File: src/include/acc_pkg.sv
// shared constants and carrier types for the analog compare control block
// assumes a single 200 MHz clock and an AXI4-Lite register bus of 32-bit words
package acc_pkg;

	// printed offsets are not multiples of four: kept as indices, byte address = 4*index
	localparam logic [7:0] IDX_CTL_ONE  = 8'h59;
	localparam logic [7:0] IDX_CTL_TWO  = 8'h5A;
	localparam logic [7:0] IDX_PIN_DIS  = 8'h5B;
	localparam logic [7:0] IDX_IRQ_STAT = 8'h5C;
	localparam logic [7:0] IDX_IRQ_CLR  = 8'h5D;
	localparam logic [7:0] IDX_IRQ_EN   = 8'h5E;
	localparam int         ADDR_W       = 12;

	// control one fields
	localparam int BIT_EXCH   = 7;
	localparam int BIT_RSEL   = 6;
	localparam int BIT_REF_HI = 5;
	localparam int BIT_REF_LO = 4;
	localparam int BIT_PWR    = 3;
	localparam int BIT_EDGE   = 2;
	localparam int BIT_IE     = 1;
	localparam int BIT_FLAG   = 0;
	// control two fields
	localparam int BIT_SHORT  = 7;
	localparam int BIT_PSEL_HI = 6;
	localparam int BIT_PSEL_LO = 2;
	localparam int BIT_FILT   = 1;
	localparam int BIT_RESULT = 0;
	// event status fields
	localparam int BIT_EV_RISE = 0;
	localparam int BIT_EV_FALL = 1;

	localparam logic [7:0] CTL_ONE_RST = 8'h00;
	localparam logic [7:0] CTL_TWO_RST = 8'h00;
	localparam logic [7:0] PIN_DIS_RST = 8'h00;
	localparam logic [1:0] EV_RST      = 2'h0;

	localparam logic [1:0] RESP_OKAY   = 2'h0;
	localparam logic [1:0] RESP_SLVERR = 2'h2;

	typedef enum logic [1:0] {
		REF_OFF     = 2'h0,
		REF_QUARTER = 2'h1,
		REF_HALF    = 2'h2,
		REF_DIODE   = 2'h3
	} acc_ref_t;

	// analog front end steering
	typedef struct packed {
		logic     pwrOn;
		logic     exchange;
		logic     shortInputs;
		logic     refOnMinus;
		acc_ref_t refLevel;
		logic [4:0] pinSelect;
		logic     filterSel;
	} acc_analog_t;

	typedef enum logic [1:0] {
		WR_IDLE,
		WR_RESP
	} acc_wr_state_t;

	typedef struct packed {
		logic [7:0]    ctlOne;
		logic [7:0]    ctlTwo;
		logic [7:0]    pinDis;
		logic [1:0]    evStat;
		logic [1:0]    evEn;
		logic          prevOut;
		logic          awHeld;
		logic [ADDR_W-1:0] awAddr;
		logic          wHeld;
		logic [31:0]   wData;
		logic [3:0]    wStrb;
		acc_wr_state_t wrState;
		logic [1:0]    bResp;
		logic          rValid;
		logic [31:0]   rData;
		logic [1:0]    rResp;
	} acc_state_t;

endpackage

File: src/rtl/acc_analog_compare_control.sv
// digital control around an analog comparator, with AXI4-Lite registers
// assumes the analog model turns acc_analog_t into rawCompare and filteredCompare,
// and that an interrupt controller pulses irqServiced when the request is taken
//
// Functional notes
// - powered result high when plus terminal exceeds minus terminal, else low
// - software switches comparator on or off by the power bit
// - power bit clear forces the result low
// - exchange bit swaps signals feeding plus and minus terminals
// - exchange bit also inverts the comparator output
// - filter select bit routes output through the filter path
// - input short bit closes switch joining the two terminals
// - reference level field drives reference; select bit chooses its terminal
// - level codes: 00 off, 01 quarter, 10 half, 11 diode
// - input pin select bits connect each terminal to pins independently
// - each set buffer disable bit disables that pin's input and output buffers
// - a pin selected as comparator input has its buffers disabled regardless; code forces only pins 0 and 1, from select bits 2 and 3
// - event flag sets on the comparator edge chosen by polarity bit
// - polarity bit 0 selects rising edge, 1 selects falling edge
// - request raised only while flag, local and global enables all set
// - flag clears when request is serviced; software may also clear it
// - comparator result drives the timer capture input
// - three byte registers at consecutive addresses, cleared at reset
//
// Our own choice: the AXI4-Lite register port.
`timescale 1ns/1ps
module acc_analog_compare_control
	import acc_pkg::*;
(
	input  wire logic                core_clk,
	input  wire logic                rst_n,
	input  wire logic [ADDR_W-1:0]   s_axi_awaddr,
	input  wire logic                s_axi_awvalid,
	output logic                     s_axi_awready,
	input  wire logic [31:0]         s_axi_wdata,
	input  wire logic [3:0]          s_axi_wstrb,
	input  wire logic                s_axi_wvalid,
	output logic                     s_axi_wready,
	output logic [1:0]               s_axi_bresp,
	output logic                     s_axi_bvalid,
	input  wire logic                s_axi_bready,
	input  wire logic [ADDR_W-1:0]   s_axi_araddr,
	input  wire logic                s_axi_arvalid,
	output logic                     s_axi_arready,
	output logic [31:0]              s_axi_rdata,
	output logic [1:0]               s_axi_rresp,
	output logic                     s_axi_rvalid,
	input  wire logic                s_axi_rready,
	input  wire logic                rawCompare,
	input  wire logic                filteredCompare,
	input  wire logic                globalIrqEnable,
	input  wire logic                irqServiced,
	output acc_pkg::acc_analog_t     analogCtl,
	output logic [7:0]               pinBufferOff,
	output logic                     timerCaptureInput,
	output logic                     compareIrq,
	output logic                     eventIrq
);
	import acc_pkg::*;

	acc_state_t st;
	acc_state_t next_st;
	logic       finalOut;
	logic       rise;
	logic       fall;
	logic       edgeHit;
	logic       wrFire;
	logic       rdFire;
	logic [7:0] wrIdx;
	logic [7:0] rdIdx;
	logic [7:0] ctlTwoMerged;

	function automatic logic [7:0] word_index(input logic [ADDR_W-1:0] a);
		word_index = a[9:2];
	endfunction

	function automatic logic [7:0] merge_byte(input logic [7:0] old, input logic [31:0] d,
	                                          input logic [3:0] s);
		merge_byte = s[0] ? d[7:0] : old;
	endfunction

	////////////////////////////////////////////////////////////////////////////////
	// analog steering and result path

	// exchange swaps terminals in the analog mux
	// pin select drives the input switches
	always_comb begin
		analogCtl.pwrOn       = st.ctlOne[BIT_PWR];
		analogCtl.exchange    = st.ctlOne[BIT_EXCH];
		analogCtl.shortInputs = st.ctlTwo[BIT_SHORT];
		// reference sits opposite the signal terminal once exchanged
		analogCtl.refOnMinus  = st.ctlOne[BIT_RSEL] ^ st.ctlOne[BIT_EXCH];
		// level code passes straight to the ladder
		analogCtl.refLevel    = acc_ref_t'(st.ctlOne[BIT_REF_HI:BIT_REF_LO]);
		analogCtl.pinSelect   = st.ctlTwo[BIT_PSEL_HI:BIT_PSEL_LO];
		analogCtl.filterSel   = st.ctlTwo[BIT_FILT];
	end

	// raw or filtered result from the analog model
	// one final output for all users
	assign finalOut = st.ctlOne[BIT_PWR]
	                & ((st.ctlTwo[BIT_FILT] ? filteredCompare : rawCompare)
	                   ^ st.ctlOne[BIT_EXCH]);

	assign timerCaptureInput = finalOut;

	always_comb begin
		pinBufferOff = st.pinDis;
		pinBufferOff[0] = st.pinDis[0] | st.ctlTwo[BIT_PSEL_LO];
		pinBufferOff[1] = st.pinDis[1] | st.ctlTwo[BIT_PSEL_LO + 1];
	end

	assign rise    = finalOut & ~st.prevOut;
	assign fall    = ~finalOut & st.prevOut;
	assign edgeHit = st.ctlOne[BIT_EDGE] ? fall : rise;

	// request needs flag and both enables
	assign compareIrq = st.ctlOne[BIT_FLAG] & st.ctlOne[BIT_IE] & globalIrqEnable;
	assign eventIrq   = |(st.evStat & st.evEn);

	////////////////////////////////////////////////////////////////////////////////
	// bus handshakes

	assign s_axi_awready = ~st.awHeld & (st.wrState == WR_IDLE);
	assign s_axi_wready  = ~st.wHeld & (st.wrState == WR_IDLE);
	assign s_axi_bvalid  = (st.wrState == WR_RESP);
	assign s_axi_bresp   = st.bResp;
	assign s_axi_arready = ~st.rValid;
	assign s_axi_rvalid  = st.rValid;
	assign s_axi_rdata   = st.rData;
	assign s_axi_rresp   = st.rResp;

	assign wrFire = st.awHeld & st.wHeld & (st.wrState == WR_IDLE);
	assign rdFire = s_axi_arvalid & s_axi_arready;
	assign wrIdx  = word_index(st.awAddr);
	assign rdIdx  = word_index(s_axi_araddr);
	assign ctlTwoMerged = merge_byte(st.ctlTwo, st.wData, st.wStrb);

	////////////////////////////////////////////////////////////////////////////////
	// next state

	always_comb begin
		next_st = st;
		next_st.prevOut = finalOut;

		if (s_axi_awvalid && s_axi_awready) begin
			next_st.awHeld = 1'b1;
			next_st.awAddr = s_axi_awaddr;
		end
		if (s_axi_wvalid && s_axi_wready) begin
			next_st.wHeld = 1'b1;
			next_st.wData = s_axi_wdata;
			next_st.wStrb = s_axi_wstrb;
		end

		if (irqServiced) begin
			next_st.ctlOne[BIT_FLAG] = 1'b0;
		end

		if (wrFire) begin
			next_st.awHeld  = 1'b0;
			next_st.wHeld   = 1'b0;
			next_st.wrState = WR_RESP;
			next_st.bResp   = RESP_OKAY;
			unique case (wrIdx)
				IDX_CTL_ONE: begin
					next_st.ctlOne = merge_byte(st.ctlOne, st.wData, st.wStrb);
				end
				IDX_CTL_TWO: begin
					// result bit is read only
					next_st.ctlTwo = {ctlTwoMerged[7:1], 1'b0};
				end
				IDX_PIN_DIS: begin
					next_st.pinDis = merge_byte(st.pinDis, st.wData, st.wStrb);
				end
				IDX_IRQ_CLR: begin
					if (st.wStrb[0]) begin
						next_st.evStat = st.evStat & ~st.wData[1:0];
					end
				end
				IDX_IRQ_EN: begin
					if (st.wStrb[0]) begin
						next_st.evEn = st.wData[1:0];
					end
				end
				IDX_IRQ_STAT: begin
				end
				default: begin
					next_st.bResp = RESP_SLVERR;
				end
			endcase
		end

		if ((st.wrState == WR_RESP) && s_axi_bready) begin
			next_st.wrState = WR_IDLE;
		end

		// hardware sets win over any clear in the same cycle
		// edge sets flag
		if (edgeHit) begin
			next_st.ctlOne[BIT_FLAG] = 1'b1;
		end
		if (rise) begin
			next_st.evStat[BIT_EV_RISE] = 1'b1;
		end
		if (fall) begin
			next_st.evStat[BIT_EV_FALL] = 1'b1;
		end

		if (st.rValid && s_axi_rready) begin
			next_st.rValid = 1'b0;
		end
		if (rdFire) begin
			next_st.rValid = 1'b1;
			next_st.rResp  = RESP_OKAY;
			next_st.rData  = 32'h0000_0000;
			unique case (rdIdx)
				IDX_CTL_ONE:  next_st.rData[7:0] = st.ctlOne;
				IDX_CTL_TWO:  next_st.rData[7:0] = {st.ctlTwo[7:1], finalOut};
				IDX_PIN_DIS:  next_st.rData[7:0] = st.pinDis;
				IDX_IRQ_STAT: next_st.rData[1:0] = st.evStat;
				IDX_IRQ_CLR:  next_st.rData[1:0] = 2'h0;
				IDX_IRQ_EN:   next_st.rData[1:0] = st.evEn;
				default:      next_st.rResp      = RESP_SLVERR;
			endcase
		end
	end

	always_ff @(posedge core_clk) begin
		if (!rst_n) begin
			st         <= '0;
			st.ctlOne  <= CTL_ONE_RST;
			st.ctlTwo  <= CTL_TWO_RST;
			st.pinDis  <= PIN_DIS_RST;
			st.evStat  <= EV_RST;
			st.evEn    <= EV_RST;
			st.wrState <= WR_IDLE;
		end else begin
			st <= next_st;
		end
	end

	////////////////////////////////////////////////////////////////////////////////
	// checks

	chk_power_gate_low: assert property (@(posedge core_clk) disable iff (!rst_n)
		!st.ctlOne[BIT_PWR] |-> !timerCaptureInput) else $error("result high while off");
	chk_exchange_invert: assert property (@(posedge core_clk) disable iff (!rst_n)
		st.ctlOne[BIT_PWR] && !st.ctlTwo[BIT_FILT] |->
		timerCaptureInput == (rawCompare ^ st.ctlOne[BIT_EXCH])) else $error("bad inversion");
	chk_filter_path: assert property (@(posedge core_clk) disable iff (!rst_n)
		st.ctlOne[BIT_PWR] && !st.ctlOne[BIT_EXCH] && st.ctlTwo[BIT_FILT] |->
		timerCaptureInput == filteredCompare) else $error("filter path wrong");
	chk_pin_select_off: assert property (@(posedge core_clk) disable iff (!rst_n)
		st.ctlTwo[BIT_PSEL_LO] |-> pinBufferOff[0]) else $error("selected pin buffer on");
	chk_pin_disable: assert property (@(posedge core_clk) disable iff (!rst_n)
		(pinBufferOff & st.pinDis) == st.pinDis) else $error("buffer not disabled");
	chk_rise_sets_flag: assert property (@(posedge core_clk) disable iff (!rst_n)
		!st.ctlOne[BIT_EDGE] && !st.prevOut && finalOut |=> st.ctlOne[BIT_FLAG])
		else $error("rising edge missed");
	chk_fall_sets_flag: assert property (@(posedge core_clk) disable iff (!rst_n)
		st.ctlOne[BIT_EDGE] && $fell(finalOut) && $past(st.ctlOne[BIT_EDGE]) |=>
		st.ctlOne[BIT_FLAG]) else $error("falling edge missed");
	chk_irq_gating: assert property (@(posedge core_clk) disable iff (!rst_n)
		compareIrq |-> st.ctlOne[BIT_FLAG] && st.ctlOne[BIT_IE] && globalIrqEnable)
		else $error("request without enables");
	chk_service_clear: assert property (@(posedge core_clk) disable iff (!rst_n)
		irqServiced && !edgeHit && !wrFire |=> !st.ctlOne[BIT_FLAG])
		else $error("flag kept after service");
	chk_reset_clear: assert property (@(posedge core_clk)
		!rst_n |=> st.ctlOne == 8'h00 && st.pinDis == 8'h00) else $error("reset not cleared");
	chk_raw_direct: assert property (@(posedge core_clk) disable iff (!rst_n)
		st.ctlOne[BIT_PWR] && !st.ctlOne[BIT_EXCH] && !st.ctlTwo[BIT_FILT] |->
		timerCaptureInput == rawCompare) else $error("raw result wrong");
	chk_power_drive: assert property (@(posedge core_clk) disable iff (!rst_n)
		analogCtl.pwrOn == st.ctlOne[BIT_PWR]) else $error("power control wrong");
	chk_exchange_drive: assert property (@(posedge core_clk) disable iff (!rst_n)
		analogCtl.exchange == st.ctlOne[BIT_EXCH]) else $error("exchange control wrong");
	chk_exchange_sense: assert property (@(posedge core_clk) disable iff (!rst_n)
		st.ctlOne[BIT_PWR] && st.ctlOne[BIT_EXCH] && !st.ctlTwo[BIT_FILT] |->
		timerCaptureInput == !rawCompare) else $error("exchanged result not inverted");
	chk_filter_drive: assert property (@(posedge core_clk) disable iff (!rst_n)
		analogCtl.filterSel == st.ctlTwo[BIT_FILT]) else $error("filter control wrong");
	chk_short_drive: assert property (@(posedge core_clk) disable iff (!rst_n)
		analogCtl.shortInputs == st.ctlTwo[BIT_SHORT]) else $error("short control wrong");
	chk_ref_plain: assert property (@(posedge core_clk) disable iff (!rst_n)
		!st.ctlOne[BIT_EXCH] |-> analogCtl.refOnMinus == st.ctlOne[BIT_RSEL])
		else $error("reference terminal wrong");
	chk_ref_exchanged: assert property (@(posedge core_clk) disable iff (!rst_n)
		st.ctlOne[BIT_EXCH] |-> analogCtl.refOnMinus != st.ctlOne[BIT_RSEL])
		else $error("exchanged reference terminal wrong");
	chk_ref_level: assert property (@(posedge core_clk) disable iff (!rst_n)
		analogCtl.refLevel == st.ctlOne[BIT_REF_HI:BIT_REF_LO]) else $error("level code wrong");
	chk_pin_select_drive: assert property (@(posedge core_clk) disable iff (!rst_n)
		analogCtl.pinSelect == st.ctlTwo[BIT_PSEL_HI:BIT_PSEL_LO]) else $error("pin select wrong");
	chk_pin_upper: assert property (@(posedge core_clk) disable iff (!rst_n)
		pinBufferOff[7:2] == st.pinDis[7:2]) else $error("upper pin buffer wrong");
	chk_pin1_select_off: assert property (@(posedge core_clk) disable iff (!rst_n)
		st.ctlTwo[BIT_PSEL_LO + 1] |-> pinBufferOff[1]) else $error("pin one buffer on");
	chk_edge_sets_flag: assert property (@(posedge core_clk) disable iff (!rst_n)
		edgeHit |=> st.ctlOne[BIT_FLAG]) else $error("edge lost against clear");
	chk_flag_holds: assert property (@(posedge core_clk) disable iff (!rst_n)
		!edgeHit && !irqServiced && !wrFire |=> $stable(st.ctlOne[BIT_FLAG]))
		else $error("flag changed without cause");
	chk_irq_raise: assert property (@(posedge core_clk) disable iff (!rst_n)
		st.ctlOne[BIT_FLAG] && st.ctlOne[BIT_IE] && globalIrqEnable |-> compareIrq)
		else $error("request missing");
	chk_event_irq: assert property (@(posedge core_clk) disable iff (!rst_n)
		(st.evStat & st.evEn) != 2'h0 |-> eventIrq) else $error("event request missing");
	chk_result_bit: assert property (@(posedge core_clk) disable iff (!rst_n)
		st.ctlTwo[BIT_RESULT] == 1'b0) else $error("result bit stored");
	chk_rise_status: assert property (@(posedge core_clk) disable iff (!rst_n)
		rise |=> st.evStat[BIT_EV_RISE]) else $error("rising status missed");
	chk_fall_status: assert property (@(posedge core_clk) disable iff (!rst_n)
		fall |=> st.evStat[BIT_EV_FALL]) else $error("falling status missed");
	chk_write_answer: assert property (@(posedge core_clk) disable iff (!rst_n)
		wrFire |=> s_axi_bvalid) else $error("write response missing");

endmodule

File: config.mk
export PLATFORM = sky130hd
export DESIGN_NAME = acc_analog_compare_control
export DESIGN_NICKNAME = d
export VERILOG_FILES = /design/src/include/acc_pkg.sv /design/src/rtl/acc_analog_compare_control.sv
export SDC_FILE = /design/constraint.sdc
export NUM_CORES = 1
export LEC_CHECK = 0
export ABC_AREA = 1
export CAP_MARGIN = 20
export CORE_ASPECT_RATIO = 1.5
export CORE_MARGIN = 2
export CORE_UTILIZATION = 30
export DETAILED_ROUTE_END_ITERATION = 8
export DONT_BUFFER_PORTS = 1
export SLEW_MARGIN = 10
export SYNTH_ARGS = -nofsm -noshare
export SYNTH_HDL_FRONTEND = slang
export SYNTH_SLANG_ARGS = --single-unit
File: constraint.sdc
create_clock -name core_clk -period 2.45 [get_ports core_clk]
set_input_delay 0.49 -clock core_clk [delete_from_list [all_inputs] [get_ports core_clk]]
set_output_delay 0.49 -clock core_clk [all_outputs]
set_load 0.02 [all_outputs]
==> run summary <==
Final setup violation count: 0
Post-synth top flop: dfxtp_1
Placed Cells: 486
Net Sw Power: 571 uW
Most common cell after layout, fill and taps aside: dfxtp_1
Routed len/inst: 13.4 microns
Area of the mapped netlist: 0.00301 sq mm
Achievable Freq: 0.499 GHz
Rel. slew slack: 62.0%
Post-CTS setup buffers: 0
Worst-Skew Late Latency: 0.32 ns
Netlist cell types: 32
Die Ht: 127 microns
Via count: 2342
Critical R2R Launch: st[37]
Worst Skew: 0.00448 ns
Critical path peak fanout: 5
Top cells by area, synth: dfxtp_1 39%, buf_4 13%, o21ai_0 8.1%, a21oi_1 7.1%, nand2_1 6.6%
Req. time, crit path: 1.96 ns
Area growth syn-to-layout: 1.16%
Grt total ovfl: 0
Worst setup path start: analogCtl[0]
Clk slew on worst S/H paths: 0.05 ns
Cell count after synthesis: 411
Row cnt: 44
Most frequent cells in the layout: 59 x dfxtp_1, 53 x nand2_1, 49 x o21ai_0
Largest net degree at the start of global routing: 49
Area of the die: 0.0109 sq mm
Post-CTS sizing: 0
Final-layout fill cell count: 1038
I/O Pins: 135
First-pass GRT wire length: 10800 microns
IO Port Bufs: 0
Initial antenna violation count: 0
Leak Pwr: 1.23 nW
Power Dens Cells: 759 mW/mm^2
Hold buffers post-CTS: 0
Antenna cell count: 0
Share of cells above drive strength 1: 9.59%
Result of the run: finished with violations
#FFs+latches synth: 59
Logic pwr share: 7.7%
HP Class: input port to flip-flop
Measured slew at the worst slew-check pin: 0.569 ns
Cell taking the most area after synthesis: dfxtp_1
Warnings, synthesis: 0
Setup crit end kind: output pin
Max IR drop VDD: 347 uV
Vias in the first global route: 2137
RSZ-0062 raised after global routing: false
Crit Path Class: flip-flop to output pin
Non-Filler Instances: 501
GRT Total Usage: 12.8%
Failing checks: design-rule violations
Reg2Reg Depth: 4
H-tree lvl count: 3
Syn avg cell area: 7.32 sq um
Sw frac: 24.7%
GPL Wtd Cong: 0.854
Post-DP HPWL: 5190 microns
Fin util: 31.3%
Initial core utilization: 30.9%
Fin nets: 453
Core Footprint: 0.00974 sq mm
1st-pass router iterations: 7
Initial DRC count: 112
Final worst slack: 0.444 ns
Post-synth EDFFs: 0
Max cap viols: 0
Final Critical Period: 2.01 ns
Final Cycle Share: 81.9%
Pre-CTS WS: 0.588 ns
CTS buffer count: 9
DRT Wirelength: 6710 microns
Final hold slack: 0.270 ns
Die X: 85.8 microns
Root Buffer: clkbuf_16
P_int: 1.74 mW
Sequential share of power: 44.9%
Hold depth: 1
FFs w/ async S/R, synth: 0%
Fin Setup TNS: 0 ns
Vias/cell: 4.67
Worst Hold Launch: s_axi_bready
Sequential area share after synthesis: 39.2%
Final Hold Fails: 0
Clock network fraction of total power: 47.4%
Post-synth top area share: 39.2%
Sinks on Clock Net: 59
Antenna-violating nets left: 0
DRC Markers: 12
Clk buf depth: 2
Kind of start point of the critical path: flip-flop
Slew Viols, Final: 0
Critical path arrival: 1.52 ns
CTS tree: done
## cell families after synthesis
group,Yosys count,synth area share [%]
AND/OR/NAND/NOR,141,21.2
AO/OA/AOI/OAI,106,18.8
buffers and inverters,103,20.3
flip-flops,59,39.2
XOR/XNOR,1,0.291
other,1,0.125
## flip-flops by register name, summed over array words and instances, names as in the netlist
| signal | flops |
|---|---|
| s_axi_rresp | 1 |
| s_axi_rdata | 8 |
| pinBufferOff | 6 |
| s_axi_rvalid | 1 |
| analogCtl | 11 |
| s_axi_bresp | 1 |
| st | 31 |
## Yosys cell counts, types with 3 or more instances
master,number
o21ai_1,3
nand2_1,53
o21ai_2,3
inv_1,36
clkbuf_1,7
nand4_1,4
o21ai_0,49
a21oi_1,43
nand3_1,27
nor2_1,40
dfxtp_1,59
buf_6,3
buf_4,53
a21oi_2,4
nor2_2,7
## through the flow
step	total power, mW	cell area, sq um
after global routing	2.43	3050
after global placement	1.23	2780
after detailed placement	1.24	2780
after CTS	2.34	3050
after floorplan	1.25	3100
final	2.31	3050
## worst paths after layout
path / to / slack, ns
setup / recovery: timerCaptureInput / 0.44
hold / removal: st[37] / 0.27
setup reg to reg: st[43] / 0.63
hold reg to reg: st[116] / 0.48
## per-layer routing
layer	vias up	track usage, %	share of wire (%)
li1	1201	-	-
met1	1046	15.1	43
met2	87	20.2	47
met3	8	5.01	7.7
met4	0	6.07	1.9
met5	-	0	0
## layout make-up
class / count / area, sq um / share of cell area, %
flip-flops and latches: 59 / 1180 / 38.8
well taps: 115 / 144 / 4.72
inverters: 37 / 140 / 4.60
clock buffers: 12 / 246 / 8.09
multi-input cells: 274 / 1310 / 43.1
repair buffers: 1 / 7.51 / 0.247
clock inverters: 3 / 15.0 / 0.493
## critical path: stages (launching register included)
cell and delay [ns]:
dfxtp_1 0.52, nand2_1 0.15, nand3_1 0.11, nand3_1 0.18
inv_1 0.24
## power groups by stage
stage / Combinational (mW) / Clock (mW) / Sequential (mW)
final: 0.178 / 1.10 / 1.04
after global routing: 0.206 / 1.18 / 1.04
after CTS: 0.180 / 1.13 / 1.04
after detailed placement: 0.179 / 0 / 1.06
after global placement: 0.175 / 0 / 1.06
after floorplan: 0.202 / 0 / 1.04
(Power assumes the default switching activity.)
